[config.mk]
export PLATFORM = sky130hd
export DESIGN_NAME = pcap_config_port
export DESIGN_NICKNAME = d
export VERILOG_FILES = /design/src/rtl/pcap_pkg.sv /design/src/rtl/pcap_config_port.sv /design/src/rtl/pcap_idsel_decode.sv /design/src/rtl/pcap_cfg_encode.sv
export SDC_FILE = /design/constraint.sdc
export NUM_CORES = 1
export LEC_CHECK = 0
export BUFFER_PORTS_ARGS = -buffer_cell sky130_fd_sc_hd__buf_2
export CORE_MARGIN = 3
export CORE_UTILIZATION = 45
export CTS_BUF_LIST = sky130_fd_sc_hd__clkbuf_16
export CTS_CLUSTER_SIZE = 24
export DETAILED_ROUTE_END_ITERATION = 8
export GPL_ROUTABILITY_DRIVEN = 0
export PLACE_DENSITY = 0.83
export SETUP_SLACK_MARGIN = 0.4
export SLEW_MARGIN = 20
export SYNTH_ARGS = -nofsm -noshare
export SYNTH_HDL_FRONTEND = slang
export SYNTH_SLANG_ARGS = --single-unit
[constraint.sdc]
create_clock -name sys_clk_in -period 2.25 [get_ports sys_clk_in]
set_input_delay 0 -clock sys_clk_in [delete_from_list [all_inputs] [get_ports sys_clk_in]]
set_output_delay 0 -clock sys_clk_in [all_outputs]
set_load 0.02 [all_outputs]
[src/rtl/pcap_pkg.sv]
/*
 * pcap_pkg: shared constants and types of the configuration access port.
 * Assumes a host I/O bus that presents dword addresses with byte enables
 * and a PCI master engine that runs the cycles this block describes.
 */
`default_nettype none

package pcap_pkg;

   // ------------------------------------------------------------
   // host I/O locations
   // ------------------------------------------------------------
   localparam logic [15:0] PCAP_ADDR_REG_OFS = 16'h0CF8; // config_address_select
   localparam logic [15:0] PCAP_DATA_REG_OFS = 16'h0CFC; // config_data_window
   localparam logic [3:0] PCAP_BE_DWORD = 4'hF; // all four lanes

   // ------------------------------------------------------------
   // config_address_select fields
   // ------------------------------------------------------------
   localparam int PCAP_ENABLE_BIT = 31; // config_space_enable
   localparam int PCAP_BUS_MSB = 23; // target_bus_field
   localparam int PCAP_BUS_LSB = 16;
   localparam int PCAP_DEV_MSB = 15; // target_device_field
   localparam int PCAP_DEV_LSB = 11;
   localparam int PCAP_FUNC_MSB = 10; // target_function_field
   localparam int PCAP_FUNC_LSB = 8;
   localparam int PCAP_REG_MSB = 7; // target_register_field
   localparam int PCAP_REG_LSB = 2;
   localparam logic [31:0] PCAP_ADDR_WR_MASK = 32'h80FF_FFFC; // reserved bits stay zero

   // ------------------------------------------------------------
   // reset values
   // ------------------------------------------------------------
   localparam logic [31:0] PCAP_ADDR_RST = 32'h0000_0000;
   localparam logic [31:0] PCAP_DATA_RST = 32'h0000_0000;

   // ------------------------------------------------------------
   // cycle encodings
   // ------------------------------------------------------------
   localparam logic [1:0] PCAP_TYPE1_CODE = 2'h1; // ad[1:0] of a type 1 cycle
   localparam logic [1:0] PCAP_TYPE0_CODE = 2'h0;
   localparam int PCAP_MAX_DEV = 20; // highest device with a select line
   localparam int PCAP_SEL_LINES = 21; // ad[31:11]
   localparam logic [7:0] PCAP_BUS_ZERO = 8'h00;
   localparam logic [4:0] PCAP_SELF_DEV = 5'h00;
   localparam logic [2:0] PCAP_SELF_FUNC = 3'h0;

   // pci bus commands
   typedef enum logic [3:0] {
      PCAP_CMD_IO_RD = 4'h2,
      PCAP_CMD_IO_WR = 4'h3,
      PCAP_CMD_CFG_RD = 4'hA,
      PCAP_CMD_CFG_WR = 4'hB
   } pcap_cmd_t;

   // request handed to the pci master engine
   typedef struct packed {
      pcap_cmd_t cmd; // bus command
      logic [31:0] addr; // ad lines in the address phase
      logic [3:0] be; // byte enables, active high
      logic [31:0] data; // write data
   } pcap_pci_req_t;

   // control state machine, one-hot
   typedef enum logic [3:0] {
      PCAP_ST_IDLE = 4'h1,
      PCAP_ST_PCI = 4'h2,
      PCAP_ST_INT = 4'h4,
      PCAP_ST_ACK = 4'h8
   } pcap_state_t;

endpackage

`default_nettype wire

[src/rtl/pcap_config_port.sv]
/*
 * pcap_config_port: host I/O address register and data window that turn
 * host I/O accesses into configuration accesses.
 * Other words and partial address accesses pass on as I/O cycles.
 * Assumes one host I/O request at a time, held off until io_ack_out, and
 * a pci master engine plus an internal register file that each answer
 * a request with a one-cycle done strobe.
 */
`default_nettype none

module pcap_config_port (
   input wire logic sys_clk_in, // host clock
   input wire logic rstn_in, // synchronous reset, active low
   // host I/O side
   input wire logic io_req_in, // request pulse
   input wire logic io_wr_in, // 1 = write
   input wire logic [15:0] io_addr_in, // I/O byte address of the dword
   input wire logic [3:0] io_be_in, // byte enables, active high
   input wire logic [31:0] io_wdata_in, // write data
   output logic io_ack_out, // completion pulse
   output logic [31:0] io_rdata_out, // read data
   // pci master engine side
   output pcap_pkg::pcap_pci_req_t pci_req_out, // cycle description
   output logic pci_valid_out, // held until pci_done_in
   input wire logic pci_done_in, // cycle finished
   input wire logic [31:0] pci_rdata_in, // read data, all ones on master abort
   // internal configuration register file
   output logic int_valid_out, // held until int_done_in
   output logic int_wr_out, // 1 = write
   output logic [5:0] int_reg_out, // doubleword register number
   output logic [3:0] int_be_out, // byte enables
   output logic [31:0] int_wdata_out, // write data
   input wire logic int_done_in, // access finished
   input wire logic [31:0] int_rdata_in // read data
);

   // ------------------------------------------------------------
   // state
   // ------------------------------------------------------------
   pcap_pkg::pcap_state_t state_r, state_nxt; // control sequence
   logic [31:0] addr_sel_r, addr_sel_nxt; // config_address_select
   logic [31:0] data_win_r, data_win_nxt; // config_data_window

   // host answer
   logic io_ack_r, io_ack_nxt; // completion strobe
   logic [31:0] rdata_r, rdata_nxt; // returned data

   // engine request, held until done
   pcap_pkg::pcap_pci_req_t pci_req_r, pci_req_nxt; // pending pci cycle
   logic pci_valid_r, pci_valid_nxt; // pci cycle outstanding

   // internal file request
   logic int_valid_r, int_valid_nxt; // internal access outstanding
   logic int_wr_r, int_wr_nxt; // internal write flag
   logic [5:0] int_reg_r, int_reg_nxt; // internal register number
   logic [3:0] int_be_r, int_be_nxt; // internal byte enables
   logic [31:0] int_wdata_r, int_wdata_nxt; // internal write data

   // window access in flight
   logic cfg_access_r, cfg_access_nxt; // current access goes through the window

   // ------------------------------------------------------------
   // address phase formation
   // ------------------------------------------------------------
   logic [pcap_pkg::PCAP_SEL_LINES-1:0] sel; // type 0 select lines
   logic self_hit; // bridge is the target
   logic [31:0] cfg_ad; // address phase value

   // both helpers are plain logic on the registered address

   pcap_idsel_decode #(
      .MAX_DEV(pcap_pkg::PCAP_MAX_DEV)
   ) u_idsel (
      .dev_in(addr_sel_r[pcap_pkg::PCAP_DEV_MSB:pcap_pkg::PCAP_DEV_LSB]),
      .sel_out(sel)
   );

   // encoder also flags the bridge's own function 0
   pcap_cfg_encode u_encode (
      .cfg_in(addr_sel_r),
      .sel_in(sel),
      .self_out(self_hit),
      .ad_out(cfg_ad)
   );

   // ------------------------------------------------------------
   // request decode
   // ------------------------------------------------------------
   // decode terms, from this cycle's request and the held address and window registers
   logic hit_addr_reg; // word of the address register
   logic hit_data_reg; // word of the data window
   logic cfg_enabled; // config_space_enable
   logic [31:0] merged_wdata; // window contents with new bytes laid in

   // bits 1:0 ignored, byte enables pick the lanes
   assign hit_addr_reg = io_addr_in[15:2] == pcap_pkg::PCAP_ADDR_REG_OFS[15:2];
   assign hit_data_reg = io_addr_in[15:2] == pcap_pkg::PCAP_DATA_REG_OFS[15:2];
   assign cfg_enabled = addr_sel_r[pcap_pkg::PCAP_ENABLE_BIT];

   // byte-wise merge so partial window writes keep the other lanes;
   // window writes hand on this word, so lanes left out carry
   // the window's held bytes
   always_comb begin
      for (int i = 0; i < 4; i++) begin
         merged_wdata[8*i +: 8] = io_be_in[i] ? io_wdata_in[8*i +: 8] : data_win_r[8*i +: 8];
      end
   end

   // ------------------------------------------------------------
   // control sequence, next values
   // ------------------------------------------------------------
   // requests count only in idle; while busy they are dropped
   always_comb begin
      state_nxt = state_r;
      addr_sel_nxt = addr_sel_r;
      data_win_nxt = data_win_r;
      io_ack_nxt = 1'b0;
      rdata_nxt = rdata_r;
      pci_req_nxt = pci_req_r;
      pci_valid_nxt = pci_valid_r;
      int_valid_nxt = int_valid_r;
      int_wr_nxt = int_wr_r;
      int_reg_nxt = int_reg_r;
      int_be_nxt = int_be_r;
      int_wdata_nxt = int_wdata_r;
      cfg_access_nxt = cfg_access_r;

      unique case (state_r)
         pcap_pkg::PCAP_ST_IDLE: begin
            if (io_req_in) begin
               // default: plain I/O pass-through at the same address
               pci_req_nxt.cmd = io_wr_in ? pcap_pkg::PCAP_CMD_IO_WR : pcap_pkg::PCAP_CMD_IO_RD;
               pci_req_nxt.addr = {16'h0000, io_addr_in[15:2], 2'h0};
               pci_req_nxt.be = io_be_in;
               pci_req_nxt.data = io_wdata_in;
               cfg_access_nxt = 1'b0;

               if (hit_addr_reg && io_be_in == pcap_pkg::PCAP_BE_DWORD) begin
                  // full dword: claimed and served locally
                  // reserved bits masked, they read zero
                  if (io_wr_in) begin
                     addr_sel_nxt = io_wdata_in & pcap_pkg::PCAP_ADDR_WR_MASK;
                  end
                  // a read sees the value before this access
                  rdata_nxt = addr_sel_r;
                  state_nxt = pcap_pkg::PCAP_ST_ACK;
               end else if (hit_data_reg && cfg_enabled) begin
                  // enabled window: becomes a configuration access
                  cfg_access_nxt = 1'b1;
                  if (io_wr_in) begin
                     data_win_nxt = merged_wdata;
                  end

                  if (self_hit) begin
                     // bridge's own registers, never seen on pci
                     // register number picks the dword
                     int_valid_nxt = 1'b1;
                     int_wr_nxt = io_wr_in;
                     int_reg_nxt = addr_sel_r[pcap_pkg::PCAP_REG_MSB:pcap_pkg::PCAP_REG_LSB];
                     int_be_nxt = io_be_in;
                     int_wdata_nxt = merged_wdata; // lanes off keep window bytes
                     state_nxt = pcap_pkg::PCAP_ST_INT;
                  end else begin
                     // type chosen by bus number, fields from the encoder
                     // bus zero gives type 0, other buses type 1
                     pci_req_nxt.cmd = io_wr_in ? pcap_pkg::PCAP_CMD_CFG_WR
                                                : pcap_pkg::PCAP_CMD_CFG_RD;
                     pci_req_nxt.addr = cfg_ad;
                     pci_req_nxt.data = merged_wdata;
                     pci_valid_nxt = 1'b1;
                     state_nxt = pcap_pkg::PCAP_ST_PCI;
                  end
               end else begin
                  // any access at 0CF8h short of a full dword, disabled window, or any other port
                  // host address and byte enables pass as they are
                  pci_valid_nxt = 1'b1;
                  state_nxt = pcap_pkg::PCAP_ST_PCI;
               end
            end
         end

         pcap_pkg::PCAP_ST_PCI: begin
            // engine always ends a cycle, all ones on abort
            if (pci_done_in) begin
               pci_valid_nxt = 1'b0;
               // for writes the host ignores this word
               rdata_nxt = pci_rdata_in;
               // window mirrors what a configuration read returned
               // so a later partial write starts from those bytes
               if (cfg_access_r && pci_req_r.cmd == pcap_pkg::PCAP_CMD_CFG_RD) begin
                  data_win_nxt = pci_rdata_in;
               end
               state_nxt = pcap_pkg::PCAP_ST_ACK;
            end
         end

         pcap_pkg::PCAP_ST_INT: begin
            // internal file answers like the engine
            if (int_done_in) begin
               int_valid_nxt = 1'b0;
               rdata_nxt = int_rdata_in;
               // reads refresh the window
               if (!int_wr_r) begin
                  data_win_nxt = int_rdata_in;
               end
               state_nxt = pcap_pkg::PCAP_ST_ACK;
            end
         end

         pcap_pkg::PCAP_ST_ACK: begin
            // one-cycle completion, then ready again
            // next request may be taken at the following edge
            io_ack_nxt = 1'b1;
            state_nxt = pcap_pkg::PCAP_ST_IDLE;
         end

         default: begin
            // illegal one-hot code: recover quietly
            state_nxt = pcap_pkg::PCAP_ST_IDLE;
            pci_valid_nxt = 1'b0;
            int_valid_nxt = 1'b0;
         end
      endcase
   end

   // ------------------------------------------------------------
   // control sequence, registers
   // ------------------------------------------------------------
   // synchronous reset puts the state in idle and clears every other flop, outputs read zero
   always_ff @(posedge sys_clk_in) begin
      if (!rstn_in) begin
         // idle, both host registers zero
         state_r <= pcap_pkg::PCAP_ST_IDLE;
         addr_sel_r <= pcap_pkg::PCAP_ADDR_RST;
         data_win_r <= pcap_pkg::PCAP_DATA_RST;
         io_ack_r <= 1'b0;
         rdata_r <= 32'h0000_0000;
         // engine and internal requests
         pci_req_r <= '0;
         pci_valid_r <= 1'b0;
         int_valid_r <= 1'b0;
         int_wr_r <= 1'b0;
         int_reg_r <= 6'h00;
         int_be_r <= 4'h0;
         int_wdata_r <= 32'h0000_0000;
         cfg_access_r <= 1'b0;
      end else begin
         // plain registering of the next values
         state_r <= state_nxt;
         addr_sel_r <= addr_sel_nxt;
         data_win_r <= data_win_nxt;
         io_ack_r <= io_ack_nxt;
         rdata_r <= rdata_nxt;
         pci_req_r <= pci_req_nxt;
         pci_valid_r <= pci_valid_nxt;
         int_valid_r <= int_valid_nxt;
         int_wr_r <= int_wr_nxt;
         int_reg_r <= int_reg_nxt;
         int_be_r <= int_be_nxt;
         int_wdata_r <= int_wdata_nxt;
         cfg_access_r <= cfg_access_nxt;
      end
   end

   // ------------------------------------------------------------
   // outputs, all straight from flops
   // ------------------------------------------------------------
   // no logic between flops and pins
   assign io_ack_out = io_ack_r;
   assign io_rdata_out = rdata_r;

   assign pci_req_out = pci_req_r;
   assign pci_valid_out = pci_valid_r;

   assign int_valid_out = int_valid_r;
   assign int_wr_out = int_wr_r;
   assign int_reg_out = int_reg_r;
   assign int_be_out = int_be_r;
   assign int_wdata_out = int_wdata_r;

endmodule

`default_nettype wire

[src/rtl/pcap_idsel_decode.sv]
/*
 * pcap_idsel_decode: turns a device number into the at most one-hot select lines
 * ad[31:11] of a type 0 configuration cycle.
 * Assumes the caller uses the result only for type 0 cycles.
 */
`default_nettype none

module pcap_idsel_decode #(
   parameter int MAX_DEV = pcap_pkg::PCAP_MAX_DEV
) (
   input wire logic [4:0] dev_in, // target device number
   output logic [pcap_pkg::PCAP_SEL_LINES-1:0] sel_out // ad[31:11]
);

   // ------------------------------------------------------------
   // decode
   // ------------------------------------------------------------
   // device n lifts ad[11+n]; ad11 and devices above the limit stay low
   always_comb begin
      sel_out = '0;
      if (dev_in != pcap_pkg::PCAP_SELF_DEV && int'(dev_in) <= MAX_DEV) begin
         sel_out[dev_in] = 1'b1;
      end
   end

endmodule

`default_nettype wire

[src/rtl/pcap_cfg_encode.sv]
/*
 * pcap_cfg_encode: forms the address phase of a configuration cycle from
 * the address register, and flags accesses the bridge serves itself.
 * Assumes sel_in comes from the select decoder for the same device number.
 */
`default_nettype none

module pcap_cfg_encode (
   input wire logic [31:0] cfg_in, // address register contents
   input wire logic [pcap_pkg::PCAP_SEL_LINES-1:0] sel_in, // decoded selects
   output logic self_out, // bridge itself is the target
   output logic [31:0] ad_out // address phase value
);

   logic [7:0] bus; // target_bus_field
   logic [4:0] dev; // target_device_field
   logic [2:0] func; // target_function_field
   logic [5:0] regn; // target_register_field

   assign bus = cfg_in[pcap_pkg::PCAP_BUS_MSB:pcap_pkg::PCAP_BUS_LSB];
   assign dev = cfg_in[pcap_pkg::PCAP_DEV_MSB:pcap_pkg::PCAP_DEV_LSB];
   assign func = cfg_in[pcap_pkg::PCAP_FUNC_MSB:pcap_pkg::PCAP_FUNC_LSB];
   assign regn = cfg_in[pcap_pkg::PCAP_REG_MSB:pcap_pkg::PCAP_REG_LSB];

   // ------------------------------------------------------------
   // address phase
   // ------------------------------------------------------------
   // non-self function numbers of device 0 fall to a select-less type 0
   always_comb begin
      self_out = (bus == pcap_pkg::PCAP_BUS_ZERO) && (dev == pcap_pkg::PCAP_SELF_DEV)
                 && (func == pcap_pkg::PCAP_SELF_FUNC);
      if (bus != pcap_pkg::PCAP_BUS_ZERO) begin
         // type 1: upper lines zero, bus and device copied through
         ad_out = {8'h00, bus, dev, func, regn, pcap_pkg::PCAP_TYPE1_CODE};
      end else begin
         // type 0: at most one select line, then function and register
         ad_out = {sel_in, func, regn, pcap_pkg::PCAP_TYPE0_CODE};
      end
   end

endmodule

`default_nettype wire

==> flow_metrics.tcl <==
set metrics [dict create \
    status "finished with violations" \
    violations "design-rule violations, negative setup slack" \
    wl_per_cell_um 26.1 \
    cp_slowest_cell "nor4_4" \
    htree_levels 1 \
    layout_setup_ws_ns -0.0971 \
    core-area_um2 19600 \
    cts_tree "done" \
    fin_cells 1755 \
    cpLargestDelayFamily "simple AND/OR/NAND/NOR gates" \
    p_total_mw 9.13 \
    drive_gt1_frac 0.403 \
    antenna_found_initial 2 \
    vias 11500 \
    synth_area_per_cell_um2 8.86 \
    fin_skew_ns 0.0213 \
    synthArstFlopShare 0 \
    relSlewSlack 0.409 \
    cts_sinks 208 \
    dpl.cell_count 1517 \
    synth.area.top_cells "dfxtp_1 (46%), mux2i_1 (6.2%), nand2_1 (4.9%)" \
    numCtsBuffers 22 \
    max_stage_delay_ns 0.43 \
    synth.most_common_cell "dfxtp_1" \
    synth_fa_ha_area_frac 0 \
    clock.fmax_mhz 426 \
    ant_nets 0 \
    firstDrtPassIters 9 \
    syn-cell-area_um2 9020 \
    ys.flop_type "dfxtp_1" \
    top_level_ports 272 \
    worstPathCellList "nor4_1, buf_4, nand3_2, nor4_4, buf_8, nor2_1, a211oi_1" \
    fin_setup_tns_ns -0.440 \
    drtIter0Drc 1507 \
    worst-slew-pin-transition_ns 0.886 \
    rsz0062_at_grt "true" \
    num_rows 51 \
    slew_viol_final 0 \
    setup_viol 25 \
    synth.largest_area_cell "dfxtp_1" \
    grt_pass1_wl_um 58300 \
    synth_compound_area_frac 0.246 \
    synth_edf_count 0 \
    ys_seq_area_frac 0.461 \
    clk_pin_slew_ns 0.07 \
    hold_class "primary input to flip-flop" \
    finalCoreUtilization 0.750 \
    viasPerCell 6.55 \
    pre_cts_ws_ns -0.0357 \
    synth.distinct_cells 62 \
    synth_top_area_frac 0.461 \
    worstSkewPairLatency_ns 0.53 \
    max-vdd-ir-drop_uv 509 \
    cellPowerDensity_nw_per_um2 622 \
    io_buffers 267 \
    synth_xor_xnor_area_share 0.000971 \
    criticalPathCategory "flip-flop to flip-flop" \
    start_util 0.461 \
    die_y_um 148 \
    cts_root_buffer "clkbuf_16" \
    dp_hpwl_um 22600 \
    synth_warnings 0 \
    synth-simple-area-share 0.175 \
    grt_usage 0.335 \
    fin_crit_sh 1.04 \
    die_w_um 148 \
    cp_max_fo 28 \
    grt_overflow 0 \
    critPathLaunchType "flip-flop" \
    p_leak_nw 6.09 \
    finalCriticalPeriod_ns 2.35 \
    syn_to_final_growth_pct 62.7 \
    fillers 1201 \
    nets 1597 \
    first_global_vias 10500 \
    synthTopCellsByCount "dfxtp_1 (208), nand2_1 (118), nor2_1 (109), o21ai_0 (72), a21oi_1 (71)" \
    maxCapViolCount 0 \
    grt_max_degree 81 \
    clockBufferDepth 3 \
    endpoint_kind "flip-flop" \
    synth_top_family_by_area "compound AO/OA/AOI/OAI gates" \
    syn_inst 1019 \
    path_buf_inv 2 \
    wl_um 45800 \
    hold_viol_final 0 \
    post-route-drc-count 13 \
    synth.ff_latch_count 208 \
    cp.required_ns 2.67 \
    muxShareOfSynthArea 0.0621 \
    dieArea_um2 21800 \
    critPathArrivalTime_ns 2.76 \
]
-- routing by layer --
metal	track usage	vias up	wire length [µm]
li1	-	4669	-
met3	0.0935	387	6300
met1	0.405	5321	15800
met5	0	-	0
met2	0.532	1126	19800
met4	0.203	0	3870
-- final timing paths --
check,from,to,slack [ns],depth (start not counted)
min,io_addr_in[2],pci_req_out[46],0.07,5
max reg2reg,addr_sel_r[17],int_wdata_out[6],-0.1,7
min reg2reg,pci_req_out[59],pci_req_out[59],0.45,2
max,addr_sel_r[17],int_wdata_out[6],-0.1,7
-- power breakdown --
group,internal (mW),total (mW),switching (mW),leakage (nW)
registers,3.82,3.92,0.0974,1.69
logic,0.696,1.69,0.999,4.06
clock network,1.94,3.52,1.57,0.342
-- through the flow --
stage / instance area (µm²) / hold slack (ns)
finish: 14700 / 0.0743
global placement: 11000 / 0.239
CTS: 13400 / 0.0401
floorplan: 9340 / 0.134
global route: 14700 / 0.0972
detailed placement: 11000 / 0.245
-- timing repair --
action                                  4_1_cts  5_1_grt
gates resized for setup                      60      160
setup buffers                                19       37
gates cloned                                  6       18
pin swaps                                    13       55
endpoints found under the setup margin      195      193
hold endpoints to repair                    165        0
hold buffers                                119        0
-- flip-flops by register name, indices dropped and copies added (netlist names), 4 cells and up --
signal / count
addr_sel_r: 23
int_reg_out: 6
pci_req_out: 70
state_r: 4
io_rdata_out: 32
int_be_out: 4
data_win_r: 32
int_wdata_out: 32
-- worst reg2reg max path: cells and delay by family, from the launching register on --
kind	cells	cell delay [ns]
simple gates	4	1.13
buf+inv	2	0.48
flops	1	0.31
compound gates	1	0.32
-- cell families after synthesis --
group / count (synthesis)
buffers and inverters: 104
other: 1
xor gates and xnor gates: 1
AOI/OAI and AO/OA: 319
and+or+nand+nor: 330
muxes: 56
DFF: 208
-- layout by cell type, fill, tap and decap left out, drive strengths merged, types with 3 or more instances in the layout --
master / instances
dlygate4sd3: 119
o211ai: 8
mux2i: 56
inv: 6
o21a: 3
nor3: 5
nor2: 110
nor4: 7
clkbuf: 37
nor2b: 8
or4: 5
a311oi: 23
a211oi: 43
buf: 399
nand2: 118
clkinv: 9
or3: 4
and2: 6
nand4: 37
nor4b: 3
nor3b: 4
a31oi: 3
a21oi: 71
o21ai: 82
a22oi: 35
a221o: 31
a2bb2oi: 4
and3: 4
nand2b: 4
nand3: 6
dfxtp: 208
-- area by class of cell --
class                   count  area (µm²)  share of cell area
clock inverters            14        83.8             0.00571
clock buffers              23         576              0.0392
repair buffers            532        4390               0.299
well taps                 265         332              0.0226
diodes                      2        5.00            0.000341
inverters                   2        10.0            0.000682
multi-input cells         709        5100               0.348
flip-flops and latches    208        4180               0.285
(Power assumes the default switching activity.)
